$ cat src/logic/bcs_pkg.sv
/*
 package of the charge sequencer: timing counts, voltage and temperature
 codes, phase encoding and carrier structs.
 assumes a 50 MHz system clock and 10-bit codes from an external adc.
*/
package bcs_pkg;
  localparam int unsigned CLK_HZ = 50_000_000;
  localparam int unsigned WAKE_MIN = 60;
  localparam int unsigned DONE_MIN = 2;
  localparam int unsigned PULSE_MIN_MS = 100;
  localparam int unsigned PULSE_MAX_MS = 1000;
  localparam int unsigned PULSE_STEP_MS = 100;
  localparam int unsigned PERIOD_MS = 1000;
  localparam int unsigned CYC_PER_MS = CLK_HZ / 1000;
  localparam longint unsigned WAKE_CYC =
    longint'(WAKE_MIN) * 60 * CLK_HZ;
  localparam longint unsigned DONE_CYC =
    longint'(DONE_MIN) * 60 * CLK_HZ;
  localparam int CW = 38;
  localparam int MW = 16;
  localparam logic [9:0] VBAT_WAKE_MV10 = 10'h140;
  localparam logic [9:0] VBAT_IGN_MV10 = 10'h12C;
  localparam logic [9:0] VBAT_FULL_MV10 = 10'h1A4;
  localparam logic signed [7:0] TEMP_LO_C = 8'sh00;
  localparam logic signed [7:0] TEMP_HI_C = 8'sh2D;

  typedef enum logic [5:0] {
    PH_IDLE    = 6'h01,
    PH_TRICKLE = 6'h02,
    PH_CC      = 6'h04,
    PH_PULSE   = 6'h08,
    PH_DONE    = 6'h10,
    PH_TIMEOUT = 6'h20
  } bcs_phase_type;

  typedef struct packed {
    logic charger_present;
    logic ntc_present;
    logic undervoltage;
    logic ignition_n;
    logic [9:0] vbat_mv10;
    logic signed [7:0] temp_c;
  } bcs_sense_type;

  typedef struct packed {
    logic trickle_en;
    logic fast_en;
    logic power_on;
    logic cpu_wake;
  } bcs_drive_type;
endpackage

$ cat src/logic/bcs_seq.sv
/*
 charge sequencer: trickle, wake timer, constant current and pulsed
 fast charge, completion, ignition recovery and undervoltage handling.
 assumes sense inputs are asynchronous levels; voltage in 10 mV units,
 temperature in degrees c, both held stable by the adc between samples.
*/
`timescale 1ns/10ps
// Behaviour
// - charger detected starts charge in trickle
// - trickle source alone limits current below 10mA
// - 3.2V before 60min timer wakes processor
// - fast charge runs alongside trickle
// - constant current to 4.2V, then pulses
// - shrink duty to avoid 4.2V overshoot
// - done at 100ms pulse, duty steady 2min
// - charge only between 0 and 45 C
// - no thermistor, no charge start
// - undervoltage powers down, restarts trickle
// - timer expiry blocks processor charging
// - ignition low at >=3V after expiry starts fast
// - ignition low below 3V stops timer
// - charger reconnect restarts whole sequence
// - trickle on whenever charger present; code also needs the thermistor and the 0 to 45 C window
module bcs_seq #(
  parameter longint unsigned WAKE_CYCLES = bcs_pkg::WAKE_CYC,
  parameter longint unsigned DONE_CYCLES = bcs_pkg::DONE_CYC,
  parameter int unsigned MS_CYCLES = bcs_pkg::CYC_PER_MS
) (
  input wire logic clk_sys_i,
  input wire logic nrst_i,
  input wire bcs_pkg::bcs_sense_type sense_i,
  output bcs_pkg::bcs_drive_type drive_o,
  output bcs_pkg::bcs_phase_type phase_o,
  output logic [15:0] pulse_ms_o,
  output logic phase_evt_o
);
  bcs_pkg::bcs_sense_type s1_ff;
  bcs_pkg::bcs_sense_type s2_ff;
  bcs_pkg::bcs_phase_type st_ff, nxt_st;
  logic [bcs_pkg::CW-1:0] tmr_ff, nxt_tmr;
  logic tmr_run_ff, nxt_tmr_run;
  logic [bcs_pkg::MW-1:0] ms_ff, nxt_ms;
  logic [15:0] msc_ff, nxt_msc;
  logic [15:0] width_ff, nxt_width;
  logic pulse_on_ff, nxt_pulse_on;
  logic [bcs_pkg::CW-1:0] steady_ff, nxt_steady;
  logic chg_d_ff;
  logic evt_ff, nxt_evt;
  logic ign_lock_ff, nxt_ign_lock;
  logic temp_ok;
  logic ms_tick;

  function automatic logic at_least(input logic [9:0] v,
                                    input logic [9:0] lim);
    at_least = (v >= lim);
  endfunction

  function automatic bcs_pkg::bcs_phase_type bcs_bhold(
    input bcs_pkg::bcs_sense_type s);
    bcs_bhold = s.ntc_present ? bcs_pkg::PH_TRICKLE : bcs_pkg::PH_IDLE;
  endfunction

  always_ff @(posedge clk_sys_i)
  begin
    if (!nrst_i)
    begin
      s1_ff <= '0;
      s2_ff <= '0;
    end
    else
    begin
      s1_ff <= sense_i;
      s2_ff <= s1_ff;
    end
  end

  assign temp_ok = (s2_ff.temp_c >= bcs_pkg::TEMP_LO_C) &&
                   (s2_ff.temp_c <= bcs_pkg::TEMP_HI_C);
  assign ms_tick = (ms_ff == bcs_pkg::MW'(MS_CYCLES - 1));

  always_comb
  begin
    nxt_st = st_ff;
    nxt_tmr = tmr_ff;
    nxt_tmr_run = tmr_run_ff;
    nxt_ms = ms_tick ? '0 : ms_ff + 1'b1;
    nxt_msc = msc_ff;
    nxt_width = width_ff;
    nxt_pulse_on = pulse_on_ff;
    nxt_steady = steady_ff;
    nxt_ign_lock = ign_lock_ff;
    if (tmr_run_ff)
      nxt_tmr = tmr_ff + 1'b1;
    if (!s2_ff.charger_present || s2_ff.undervoltage)
    begin
      // undervoltage restarts trickle, unplug goes idle
      nxt_st = s2_ff.charger_present ? bcs_bhold(s2_ff)
                                     : bcs_pkg::PH_IDLE;
      nxt_tmr = '0;
      nxt_tmr_run = s2_ff.charger_present && s2_ff.ntc_present;
      nxt_ign_lock = 1'b0;
    end
    else if (s2_ff.charger_present && !chg_d_ff)
    begin
      nxt_tmr = '0;
      nxt_ign_lock = 1'b0;
      nxt_tmr_run = s2_ff.ntc_present;
      nxt_st = s2_ff.ntc_present ? bcs_pkg::PH_TRICKLE
                                 : bcs_pkg::PH_IDLE;
    end
    else
    begin
      case (st_ff)
        bcs_pkg::PH_IDLE:
        begin
          nxt_tmr_run = 1'b0;
        end
        bcs_pkg::PH_TRICKLE:
        begin
          if (at_least(s2_ff.vbat_mv10, bcs_pkg::VBAT_WAKE_MV10)
              && temp_ok)
          begin
            nxt_st = bcs_pkg::PH_CC;
            nxt_tmr_run = 1'b0;
          end
          else if (tmr_run_ff && tmr_ff >= bcs_pkg::CW'(WAKE_CYCLES - 1))
          begin
            nxt_st = bcs_pkg::PH_TIMEOUT;
            nxt_tmr_run = 1'b0;
          end
        end
        bcs_pkg::PH_TIMEOUT:
        begin
          if (!s2_ff.ignition_n)
          begin
            if (at_least(s2_ff.vbat_mv10, bcs_pkg::VBAT_IGN_MV10))
            begin
              if (!ign_lock_ff)
                nxt_st = bcs_pkg::PH_CC;
            end
            else
            begin
              nxt_tmr_run = 1'b0;
              nxt_ign_lock = 1'b1;
            end
          end
        end
        bcs_pkg::PH_CC:
        begin
          if (at_least(s2_ff.vbat_mv10, bcs_pkg::VBAT_FULL_MV10))
          begin
            nxt_st = bcs_pkg::PH_PULSE;
            nxt_width = 16'(bcs_pkg::PULSE_MAX_MS);
            nxt_msc = '0;
            nxt_pulse_on = 1'b1;
            nxt_steady = '0;
          end
        end
        bcs_pkg::PH_PULSE:
        begin
          nxt_steady = steady_ff + 1'b1;
          if (ms_tick)
          begin
            nxt_msc = (msc_ff == 16'(bcs_pkg::PERIOD_MS - 1)) ? '0
                      : msc_ff + 1'b1;
            nxt_pulse_on = (nxt_msc < width_ff);
          end
          if (pulse_on_ff && s2_ff.vbat_mv10 > bcs_pkg::VBAT_FULL_MV10
              && width_ff > 16'(bcs_pkg::PULSE_MIN_MS) && ms_tick)
          begin
            nxt_width = width_ff - 16'(bcs_pkg::PULSE_STEP_MS);
            nxt_steady = '0;
          end
          if (width_ff == 16'(bcs_pkg::PULSE_MIN_MS) &&
              steady_ff >= bcs_pkg::CW'(DONE_CYCLES - 1))
            nxt_st = bcs_pkg::PH_DONE;
        end
        bcs_pkg::PH_DONE:
        begin
          nxt_tmr_run = 1'b0;
        end
        default:
        begin
          nxt_st = bcs_pkg::PH_IDLE;
        end
      endcase
    end
  end

  assign nxt_evt = (nxt_st != st_ff);

  always_ff @(posedge clk_sys_i)
  begin
    if (!nrst_i)
    begin
      st_ff <= bcs_pkg::PH_IDLE;
      tmr_ff <= '0;
      tmr_run_ff <= 1'b0;
      ms_ff <= '0;
      msc_ff <= '0;
      width_ff <= '0;
      pulse_on_ff <= 1'b0;
      steady_ff <= '0;
      chg_d_ff <= 1'b0;
      evt_ff <= 1'b0;
      ign_lock_ff <= 1'b0;
    end
    else
    begin
      st_ff <= nxt_st;
      tmr_ff <= nxt_tmr;
      tmr_run_ff <= nxt_tmr_run;
      ms_ff <= nxt_ms;
      msc_ff <= nxt_msc;
      width_ff <= nxt_width;
      pulse_on_ff <= nxt_pulse_on;
      steady_ff <= nxt_steady;
      chg_d_ff <= s2_ff.charger_present;
      evt_ff <= nxt_evt;
      ign_lock_ff <= nxt_ign_lock;
    end
  end

  // fast charge enabled only in cc or on-part of pulse, in temp window
  always_comb
  begin
    drive_o.trickle_en = s2_ff.charger_present && temp_ok
                         && s2_ff.ntc_present;
    drive_o.fast_en = temp_ok && ((st_ff == bcs_pkg::PH_CC) ||
                      (st_ff == bcs_pkg::PH_PULSE && pulse_on_ff));
    drive_o.power_on = (st_ff == bcs_pkg::PH_CC) ||
                       (st_ff == bcs_pkg::PH_PULSE) ||
                       (st_ff == bcs_pkg::PH_DONE);
    drive_o.cpu_wake = drive_o.power_on;
  end

  assign phase_o = st_ff;
  assign pulse_ms_o = width_ff;
  assign phase_evt_o = evt_ff;

  phase_onehot_a: assert property (@(posedge clk_sys_i)
    disable iff (!nrst_i) $onehot(st_ff))
    else $error("phase not one-hot");
  trickle_follow_a: assert property (@(posedge clk_sys_i)
    disable iff (!nrst_i)
    drive_o.trickle_en |-> s2_ff.charger_present && temp_ok)
    else $error("trickle without charger");
  trickle_on_a: assert property (@(posedge clk_sys_i)
    disable iff (!nrst_i)
    s2_ff.charger_present && s2_ff.ntc_present && temp_ok
    |-> drive_o.trickle_en)
    else $error("trickle missing with charger");
  no_ntc_a: assert property (@(posedge clk_sys_i)
    disable iff (!nrst_i)
    !s2_ff.ntc_present && s2_ff.charger_present && !chg_d_ff
    |=> st_ff == bcs_pkg::PH_IDLE)
    else $error("charge started without thermistor");
  start_trickle_a: assert property (@(posedge clk_sys_i)
    disable iff (!nrst_i)
    s2_ff.ntc_present && s2_ff.charger_present && !chg_d_ff
    && !s2_ff.undervoltage
    |=> st_ff == bcs_pkg::PH_TRICKLE && tmr_ff == '0 && tmr_run_ff)
    else $error("charge did not open in trickle");
  temp_gate_a: assert property (@(posedge clk_sys_i)
    disable iff (!nrst_i) !temp_ok |-> !drive_o.fast_en)
    else $error("fast charge outside temperature window");
  wake_power_a: assert property (@(posedge clk_sys_i)
    disable iff (!nrst_i)
    st_ff == bcs_pkg::PH_CC && temp_ok
    |-> drive_o.power_on && drive_o.cpu_wake && drive_o.fast_en)
    else $error("constant current without processor power");
  pulse_entry_a: assert property (@(posedge clk_sys_i)
    disable iff (!nrst_i)
    st_ff == bcs_pkg::PH_CC && s2_ff.charger_present && chg_d_ff
    && !s2_ff.undervoltage
    && at_least(s2_ff.vbat_mv10, bcs_pkg::VBAT_FULL_MV10)
    |=> st_ff == bcs_pkg::PH_PULSE
    && width_ff == 16'(bcs_pkg::PULSE_MAX_MS))
    else $error("full voltage did not start pulses");
  width_step_a: assert property (@(posedge clk_sys_i)
    disable iff (!nrst_i)
    st_ff == bcs_pkg::PH_PULSE && $past(st_ff) == bcs_pkg::PH_PULSE
    && width_ff != $past(width_ff)
    |-> width_ff == $past(width_ff) - 16'(bcs_pkg::PULSE_STEP_MS))
    else $error("pulse width step wrong");
  width_floor_a: assert property (@(posedge clk_sys_i)
    disable iff (!nrst_i)
    st_ff == bcs_pkg::PH_PULSE |-> width_ff >= 16'(bcs_pkg::PULSE_MIN_MS))
    else $error("pulse width below floor");
  done_gate_a: assert property (@(posedge clk_sys_i)
    disable iff (!nrst_i)
    st_ff == bcs_pkg::PH_DONE && $past(st_ff) == bcs_pkg::PH_PULSE
    |-> width_ff == 16'(bcs_pkg::PULSE_MIN_MS)
    && $past(steady_ff) >= bcs_pkg::CW'(DONE_CYCLES - 1))
    else $error("charge done too early");
  timeout_dark_a: assert property (@(posedge clk_sys_i)
    disable iff (!nrst_i)
    st_ff == bcs_pkg::PH_TIMEOUT |-> !drive_o.cpu_wake && !drive_o.fast_en)
    else $error("processor charging after timer expiry");
  ign_start_a: assert property (@(posedge clk_sys_i)
    disable iff (!nrst_i)
    st_ff == bcs_pkg::PH_TIMEOUT && !s2_ff.ignition_n && !ign_lock_ff
    && s2_ff.charger_present && chg_d_ff && !s2_ff.undervoltage
    && at_least(s2_ff.vbat_mv10, bcs_pkg::VBAT_IGN_MV10)
    |=> st_ff == bcs_pkg::PH_CC)
    else $error("ignition at 3V did not start charging");
  ign_low_a: assert property (@(posedge clk_sys_i)
    disable iff (!nrst_i)
    st_ff == bcs_pkg::PH_TIMEOUT && !s2_ff.ignition_n && s2_ff.charger_present
    && !s2_ff.undervoltage && chg_d_ff
    && s2_ff.vbat_mv10 < bcs_pkg::VBAT_IGN_MV10
    |=> st_ff == bcs_pkg::PH_TIMEOUT && !tmr_run_ff && ign_lock_ff)
    else $error("ignition below 3V left timeout");
  ign_lock_a: assert property (@(posedge clk_sys_i)
    disable iff (!nrst_i) ign_lock_ff |=> st_ff != bcs_pkg::PH_CC)
    else $error("locked timeout reached constant current");
  uv_power_a: assert property (@(posedge clk_sys_i)
    disable iff (!nrst_i) s2_ff.undervoltage |=> !drive_o.power_on)
    else $error("undervoltage did not power down");
  phase_evt_a: assert property (@(posedge clk_sys_i)
    disable iff (!nrst_i) st_ff != $past(st_ff) |-> phase_evt_o)
    else $error("phase change without event");

  cov_wake_c: cover property (@(posedge clk_sys_i)
    st_ff == bcs_pkg::PH_TRICKLE ##1 st_ff == bcs_pkg::PH_CC);
  cov_timeout_c: cover property (@(posedge clk_sys_i)
    st_ff == bcs_pkg::PH_TIMEOUT ##1 st_ff == bcs_pkg::PH_CC);
  cov_done_c: cover property (@(posedge clk_sys_i)
    st_ff == bcs_pkg::PH_DONE);
  cov_lock_c: cover property (@(posedge clk_sys_i)
    st_ff == bcs_pkg::PH_TIMEOUT && ign_lock_ff);
  cov_uv_c: cover property (@(posedge clk_sys_i)
    st_ff == bcs_pkg::PH_DONE ##1 st_ff == bcs_pkg::PH_TRICKLE);
endmodule

$ cat config.mk
export PLATFORM = sky130hd
export DESIGN_NAME = bcs_seq
export DESIGN_NICKNAME = d
export VERILOG_FILES = /design/src/logic/bcs_pkg.sv /design/src/logic/bcs_seq.sv
export SDC_FILE = /design/constraint.sdc
export NUM_CORES = 1
export LEC_CHECK = 0
export ABC_AREA = 0
export BUFFER_PORTS_ARGS = -buffer_cell sky130_fd_sc_hd__buf_2
export CELL_PAD_IN_SITES_DETAIL_PLACEMENT = 1
export CELL_PAD_IN_SITES_GLOBAL_PLACEMENT = 1
export CORE_ASPECT_RATIO = 0.6
export CORE_MARGIN = 2
export CORE_UTILIZATION = 42
export DETAILED_ROUTE_END_ITERATION = 12
export HOLD_SLACK_MARGIN = 0.08
export PLACE_DENSITY = 0.77
export SYNTH_ARGS = -nofsm -noshare
export SYNTH_HDL_FRONTEND = slang
export SYNTH_SLANG_ARGS = --single-unit
$ cat constraint.sdc
create_clock -name clk_sys_i -period 2.9 [get_ports clk_sys_i]
set_input_delay 0.29 -clock clk_sys_i [delete_from_list [all_inputs] [get_ports clk_sys_i]]
set_output_delay 0.29 -clock clk_sys_i [all_outputs]
set_load 0.02 [all_outputs]
* Word-level counts from Yosys, hierarchy flattened
Index checks and enable logic that the tools add are counted.
** Cells by class
- $add $sub $neg :: 5
- Multiply operators :: 0
- Divide/modulo/power cells :: 0
- Order comparisons :: 10
- Equality and inequality tests :: 16
- Shift-type cells :: 0
- Muxes and demuxes :: 32
- Bitwise logic cells :: 5
- Reduce and logical (&&, ||, !) cells :: 29
** Operators by type and width (number)
- $mux 16 :: 5
- $add 38x1->38 const B :: 2
- $mux 38 :: 2
- $pmux 38 s2 :: 1
- $pmux 16 s2 :: 2
- $mux 6 :: 10
- $ge 38x33->1 const B :: 1
- $ge 38x38->1 const B :: 1
- $add 16x1->16 const B :: 2
- $ge 10x9->1 const B :: 3
- $pmux 6 s5 :: 1
- $eq 16x10->1 const B :: 1
- $eq 16x16->1 const B :: 1
- $eq 16x7->1 const B :: 1
- $gt 16x7->1 const B :: 1
- $lt 16x16->1 :: 1
- $sub 16x7->16 const B :: 1
- $logic_and 1x1->1 :: 13
- $gt 10x9->1 const B :: 1
- $reduce_and 5->1 :: 2
- $ge 8x1->1 const B :: 1
- $le 8x7->1 const B :: 1
- $mux 1 :: 8
- $ne 4x4->1 const B :: 2
- 21 further kinds :: 33
** Storage, ports and cells
- Register bits :: 179
- Bits in latches :: 0
- Bits in writable memories :: 0
- Bits in read-only memories :: 0
- Input bits :: 24
- Output and inout port bits :: 27
- Word-level logic and storage cells :: 120
- Memories kept :: 0

* Longest topological paths before layout
Gate-level depths: netlist (run 1).
- Depth after elaboration :: 8
- Mapped depth :: 13
- Depth with buffers taken out :: 13

* Worst setup path before layout (run 1)
OpenSTA, ideal clock, no wires.
- Path type :: reg-to-reg
- From :: reg msc_ff[0]
- To :: reg pulse_on_ff
- Setup time :: 95 ps
- Arrival time :: 2898 ps
- Required time :: 2805 ps
- Setup slack :: -93 ps
- Stages on the path, launching flop included :: 14
- Buffers on the path :: 0
- Period minus slack after synthesis :: 2993 ps
- Cell sequence :: dfxtp_1 ha_1 and4b_1 nand3_1 nor4_1 nor2_1 ha_1 a21o_1 a21o_1 a21oi_1 nand2_1 a21oi_1 a31oi_1 a221oi_1
** Between the ends
- Cells in the longest elaborated chain, start to end :: 5
- Elaborated cells between the ends (all ways) :: 6
- Those cells by class :: add/sub (1); order compare (1); eq/ne (1); mux (3)
** RTL lines
- from (decl) :: RTL line bcs_seq.sv:43 : logic [15:0] msc_ff, nxt_msc;
- from (signal assigned) :: RTL line bcs_seq.sv:214 : msc_ff <= nxt_msc;
- $add 16x1->16 / $eq 16x10->1 (equally long branches) :: RTL line bcs_seq.sv:165, bcs_seq.sv:164
- $mux 16 (*) :: RTL line bcs_seq.sv:164 : nxt_msc = (msc_ff == 16'(bcs_pkg::PERIOD_MS - 1)) ? '0
- $lt 16x16->1 (*) :: RTL line bcs_seq.sv:166 : nxt_pulse_on = (nxt_msc < width_ff);
- $mux 1 (*) :: RTL line bcs_seq.sv:162 : if (ms_tick)
- $pmux 1 s2 (*) :: RTL line bcs_seq.sv:113 : case (st_ff)
- to (signal assigned) :: RTL line bcs_seq.sv:216 : pulse_on_ff <= nxt_pulse_on;
- to (decl) :: RTL line bcs_seq.sv:45 : logic pulse_on_ff, nxt_pulse_on;
Mark *: on every way between the ends. The rest lies on a longest branch, timed or not. The select of a mux whose other input is x is not followed.
A chain may end at the register's enable or synchronous reset.

* Worst setup path in the final report (run 1)
Same ends and word-level chain as after synthesis.

==> reports/results.ini, run 1 <==
[pwr]
p_leak_nw = 3.64
ir_worst_vdd_uv = 408
power.density_nw_per_um2 = 499

[global_route]
antenna_found_initial = 0
grt_util_met3_pct = 5.18
grt_pass1_wl_um = 38200
grt_max_degree = 42
grtUsageMet2_pct = 34.8
use_met1_pct = 33.5
grt_busiest_layer = met2
overflow = 0
grtUsageTotal_pct = 23.1
grt_pass1_vias = 7448

[logic_synthesis]
synth_edf_count = 0
synth_warnings = 0
syn_inst = 983
synthArstFlopShare_pct = 0
netlist_area_um2 = 8290
synth_ff_type = dfxtp_1
seq_area_frac_synth_pct = 42.3
synth_cell_types = 66
syn_area_per_cell_um2 = 8.44
ys_seq_elements = 175

[clock_network]
htreeDepth = 4
cts_tree = built
clkTransAtPathRegs_ps = 80
clk_latency_ps = 450
cts_buffer_depth = 2
cts_root_buffer = clkbuf_16
cts_buffers = 17
cts.sinks = 175

[run]
drv_cap = 0

[finish]
drive_gt1_share_pct = 13.1
final_common_cell = dfxtp_1
areaGrowthSynthToFinish_pct = 18.4
most-common-layout-cells = dfxtp_1, nor2_1, nand2_1, xor2_1, and2_1
fin_nets = 1119
n_antenna_cell = 0
final_util_pct = 51.2

[worst_setup_path]
crit_type = register to register
worst_setup_path_end_kind = register
crit_fanout = 6
crit_required_ps = 3260
path_cells = ha_1, and4b_1, nand3_1, nor4_4, buf_4, nor2_1, ha_1, o21a_1, o21a_1, o21ai_0, nand2_1, o211ai_1, a31oi_1, a221oi_2
start_kind = register
crit_arrival_ps = 3070
cp_slowest_stage_delay_ps = 360
worstPathBufferInverterCount = 1
cp_top_family = compound AO/OA/AOI/OAI gates
slowest_stage = dfxtp_2

[timing]
fin_crit_ps = 2710
setup_viol = 0
hold_slack_ps = 372
final.setup.tns_ps = 0
max_freq_mhz = 370
hold_violations = 0
finalMaxSlewViolations = 0
worst_pin_slew_ps = 606
max_slew_margin_pct = 58.5
finClkSkew_ps = 12.8
fin_crit_sh_pct = 93.3
rsz0062_at_grt = no

[floorplanning]
top_level_ports = 51
die_y_um = 113
dieWidth_um = 185
coreArea_um2 = 19200
initial_utilization_pct = 43.2
dieArea_um2 = 20900
placementRows = 39

[drt]
num_vias = 7291
dr.pass1.iters = 4
wl_um = 23200
initialDrtViolationCount = 327
ant_nets = 0
avgViaCountPerCell = 5.38
wl_per_cell_um = 17.1
post-route-drc-count = 0

[placement]
place_congestion = 0.817
numPortBuffers = 47
dp_hpwl_um = 16400

[hold_path]
hp-class = input pin to register

[status]
outcome = finished clean

## final cells by class
type	count	area (um2)
Multi-Input combinational cell	746	4540
Tap cell	266	333
Timing Repair Buffer	110	761
Clock inverter	13	141
Clock buffer	19	443
Fill cell	2294	9360
Inverter	25	93.8
Sequential cell	175	3510
## per-layer routing
metal,vias up,part of all wire [%]
li1,3593,-
met1,3542,52
met2,137,43
met3,19,4.0
met4,0,0.85
met5,-,0
## final timing paths
kind | start | endpoint | slack (ps) | depth (start not counted)
max | msc_ff[0]$_SDFFE_PN0P_ | pulse_on_ff$_SDFFE_PN0P_ | 190 | 14
min | nrst_i | s1_ff[11]$_SDFF_PN0_ | 370 | 2
max reg2reg | msc_ff[0]$_SDFFE_PN0P_ | pulse_on_ff$_SDFFE_PN0P_ | 190 | 14
min reg2reg | s1_ff[20]$_SDFF_PN0_ | s2_ff[20]$_SDFF_PN0_ | 440 | 1
## per-stage QoR
stage | setup slack (ps) | std cells | instance area, um2 | total power (W)
after detailed placement | 141 | 1298 | 8980 | 0.00260
final | 194 | 1354 | 9820 | 0.00490
after CTS | 112 | 1350 | 9760 | 0.00493
after floorplan | 152 | 984 | 8300 | 0.00256
after global placement | 235 | 1298 | 8980 | 0.00259
after global routing | 14.8 | 1354 | 9820 | 0.00506
## report_power, final
group / internal [W] / switching [W]
Combinational: 0.0000573 / 0.0000654
Sequential: 0.00243 / 0.0000130
Clock: 0.00124 / 0.00108
## registers in the layout (all words and copies together) (netlist names)
register and flops:
chg_d_ff 1, ign_lock_ff 1, ms_ff 16, msc_ff 16, phase_evt_o 1, phase_o 6
pulse_ms_o 14, pulse_on_ff 1, s1_ff 21, s2_ff 21, steady_ff 38, tmr_ff 38
tmr_run_ff 1
## synth_stat cells (all sizes together) (2+ instances only)
library cell | number | area (um2)
dfxtp | 175 | 3500
nor2 | 165 | 622
nand2 | 85 | 319
xor2 | 52 | 455
and2 | 50 | 313
nand3 | 48 | 240
xnor2 | 47 | 412
a21oi | 42 | 214
nand4 | 31 | 194
o21ai | 31 | 159
inv | 25 | 93.8
clkbuf | 21 | 78.8
ha | 20 | 250
nor4 | 20 | 146
nor3 | 19 | 106
buf | 17 | 104
and3 | 14 | 87.6
and4 | 13 | 114
or3 | 10 | 62.6
nand2b | 7 | 43.8
o31ai | 7 | 66.3
or4 | 7 | 56.3
nand3b | 6 | 45.0
a21o | 5 | 37.5
nor4b | 5 | 43.8
o211ai | 5 | 42.5
o21a | 5 | 37.5
a211oi | 4 | 30.0
a22oi | 4 | 30.0
a31oi | 4 | 25.0
nor3b | 4 | 41.3
a2111oi | 3 | 27.5
a211o | 3 | 26.3
o221a | 3 | 33.8
or4b | 3 | 30.0
a2111o | 2 | 22.5
a311oi | 2 | 17.5
and4b | 2 | 20.0
mux2i | 2 | 20.0
nand4b | 2 | 17.5
nor2b | 2 | 12.5
or2 | 2 | 12.5
## timing repair
| item | CTS | global route |
|---|---|---|
| gates resized for setup | 0 | 6 |
| hold buffers | 20 | 1 |
| endpoints found under the setup margin | 0 | 1 |
| endpoints found under the hold margin | 20 | 1 |
| buffers inserted | 0 | 3 |
## logic make-up (layout without fill, tap and decap cells)
logic type      count (synthesis)  in the layout  share of synthesized area (%)
flops                         175            175                           42.3
compound gates                127            127                           10.0
xor+xnor                       99             99                           10.5
fa+ha+maj                      20             20                           3.02
buf+inv                        63            167                           3.33
mux                             3              3                          0.377
other cells                     1              2                         0.0452
simple gates                  495            495                           30.5
No activity file was read; power rests on OpenSTA's default activity.
==> inputs of run 2 (changes only) <==
==> config.mk (replaced) <==
export PLATFORM = sky130hd
export DESIGN_NAME = bcs_seq
export DESIGN_NICKNAME = d
export VERILOG_FILES = /design/src/logic/bcs_pkg.sv /design/src/logic/bcs_seq.sv
export SDC_FILE = /design/constraint.sdc
export NUM_CORES = 1
export LEC_CHECK = 0
export ABC_AREA = 0
export CELL_PAD_IN_SITES_DETAIL_PLACEMENT = 1
export CELL_PAD_IN_SITES_GLOBAL_PLACEMENT = 2
export CORE_ASPECT_RATIO = 0.6
export CORE_MARGIN = 2
export CORE_UTILIZATION = 35
export DETAILED_ROUTE_END_ITERATION = 12
export DONT_BUFFER_PORTS = 1
export HOLD_SLACK_MARGIN = 0.08
export PLACE_DENSITY = 0.76
export SYNTH_ARGS = -nofsm -noshare
export SYNTH_HDL_FRONTEND = slang
export SYNTH_SLANG_ARGS = --single-unit
==> reports/results.ini, run 2 (synthesized netlist as in run 1, its figures left out) <==
[worst_setup_path]
start_kind = register
crit_arrival_ps = 2440  ; -630 ps
crit_fanout = 8  ; +2
cp_slowest_stage_delay_ps = 600  ; +240 ps
worstPathBufferInverterCount = 2  ; +1
path_cells = or4_4, nor3b_4, buf_4, a21oi_1, nor2_1, buf_4
crit_type = register to output pin
cp_top_family = simple AND/OR/NAND/NOR gates
crit_required_ps = 2610  ; -650 ps
slowest_stage = or4_4
r2r_slack_ps = 190  ; about the same
worst_setup_path_end_kind = output pin
path_common_cell = buf_4

[floorplanning]
coreArea_um2 = 23200  ; +21%
top_level_ports = 51  ; unchanged
initial_utilization_pct = 35.8  ; -7.5 points
placementRows = 43  ; +10%
dieWidth_um = 203  ; +9.3%
dieArea_um2 = 25000  ; +19%
die_y_um = 123  ; +9.2%

[drt]
wl_um = 23000  ; -0.85%
wl_per_cell_um = 16.8  ; -1.9%
post-route-drc-count = 0  ; unchanged
dr.pass1.iters = 5  ; +1
avgViaCountPerCell = 5.11  ; -5.1%
ant_nets = 0  ; unchanged
num_vias = 6996  ; -4.0%
initialDrtViolationCount = 351  ; +7.3%

[timing]
worst_pin_slew_ps = 687  ; +80.8 ps
finalMaxSlewViolations = 0  ; unchanged
max_freq_mhz = 366  ; -0.89%
max_slew_margin_pct = 53.0  ; -5.5 points
final.setup.tns_ps = 0  ; unchanged
hold_violations = 0  ; unchanged
setup_viol = 0  ; unchanged
rsz0062_at_grt = no
finClkSkew_ps = 16.6  ; +3.73 ps
fin_crit_sh_pct = 94.2  ; +0.83 points
fin_crit_ps = 2730  ; +24.2 ps
hold_slack_ps = 121  ; -251 ps

[finish]
most-common-layout-cells = dfxtp_1, nor2_1, nand2_1, buf_4, xor2_1
fill_cells = 2769  ; +21%
areaGrowthSynthToFinish_pct = 17.7
largestRegisters = steady_ff x38, tmr_ff x38
multi_input_area_um2 = 4550  ; +0.14%
fin_nets = 1085  ; -3.0%
seq_area_um2 = 3510  ; +0.18%
n_antenna_cell = 0  ; unchanged
drive_gt1_share_pct = 10.6  ; -2.5 points
final_common_cell = dfxtp_1

[run]
drv_cap = 0  ; unchanged

[placement]
numPortBuffers = 0  ; -100%
place_congestion = 0.785  ; -3.9%
dp_hpwl_um = 16500  ; +0.76%

[clock_network]
cts_buffer_depth = 2  ; unchanged
clkTransAtPathRegs_ps = 70  ; about the same
cts_root_buffer = clkbuf_16
cts_tree = built
cts_buffers = 17  ; unchanged
htreeDepth = 4  ; unchanged
cts.sinks = 175  ; unchanged
clk_latency_ps = 460  ; about the same

[pwr]
intPower_w = 0.00363  ; -2.8%
p_leak_nw = 3.49  ; -4.2%
p_sw_w = 0.00120  ; +3.0%
power.density_nw_per_um2 = 495  ; -0.78%
pwr-share-comb_pct = 2.2  ; -0.3 points
power.clock.fraction_pct = 47.2  ; -0.3 points
ir_worst_vdd_uv = 356  ; -13%
seq_power_share_pct = 50.6  ; +0.6 points
switching_share_pct = 24.8  ; +1.1 points

[global_route]
grt_pass1_vias = 6799  ; -8.7%
grt_max_degree = 55  ; +31%
grt_pass1_wl_um = 37700  ; -1.5%
grtUsageTotal_pct = 19.3  ; -3.8 points
overflow = 0  ; unchanged
antenna_found_initial = 0  ; unchanged

[status]
outcome = finished clean

[hold_path]
hp-class = input pin to register

[run 2: changes by cell type in the layout (fill, tap and decap cells not counted), sizes merged]
cell / before / now
clkbuf: 19 / 18
clkinvlp: 0 / 1
bufinv: 1 / 0
buf: 89 / 55
inv: 34 / 35
[run 2: path summary, 6_finish.rpt]
| check | start | endpoint | cells after the start |
|---|---|---|---|
| setup / recovery | phase_o[1]$_SDFF_PN0_ | drive_o[2] | 6 |
| hold / removal | nrst_i | phase_evt_o$_SDFF_PN0_ | 3 |
| setup reg to reg | msc_ff[11]$_SDFFE_PN0P_ | pulse_on_ff$_SDFFE_PN0P_ | 14 |
| hold reg to reg | s1_ff[1]$_SDFF_PN0_ | s2_ff[1]$_SDFF_PN0_ | 1 |
[run 2: final cells by class]
| class | count | share of cell area [%] |
|---|---|---|
| multi-input combinational | 746 | 46.6 |
| sequential | 175 | 36.0 |
| timing repair buffer | 76 | 6.52 |
| clock buffer | 18 | 4.40 |
| tap | 315 | 4.04 |
| clock inverter | 14 | 1.46 |
| inverter | 25 | 0.962 |
[run 2: what timing repair did]
action                     CTS  global route
buffers inserted             0             2
hold buffers                22             0
setup endpoints to repair    0             1
resized for setup            0            12
hold endpoints to repair    55             0
[run 2: layer usage]
layer | part of all wire (%) | up-vias | routed length, um | track usage (%)
met1 | 55 | 3348 | 12600 | 29.7
met4 | 1.4 | 0 | 312 | 6.43
met5 | 0 | - | 0 | 0
met2 | 40 | 105 | 9160 | 26.5
li1 | - | 3522 | - | -
met3 | 3.7 | 21 | 861 | 3.74
[run 2: metrics by stage]
stage	std cells	area (um2)	utilization, %	setup WS, ps	power [W]
6_report	1369	9760	42.1	170	0.00483
2_1_floorplan	984	8300	-	152	0.00256
3_3_place_gp	1313	8900	38.4	231	0.00257
5_1_grt	1369	9760	42.1	2.77	0.00500
4_1_cts	1367	9710	41.9	116	0.00489
3_5_place_dp	1313	8900	38.4	196	0.00257
[run 2: tightest hold or removal path, stage by stage]
cell and delay (ps):
nand2_1 30, nor2_1 100, a211o_1 110
[run 2: power by group through the flow]
stage,clock (W),combinational [W],sequential (W)
final,0.00228,0.000105,0.00244
after floorplan,0,0.0000630,0.00250
after CTS,0.00234,0.000106,0.00245
after global routing,0.00243,0.000118,0.00245
after global placement,0,0.0000723,0.00250
after detailed placement,0,0.0000729,0.00250
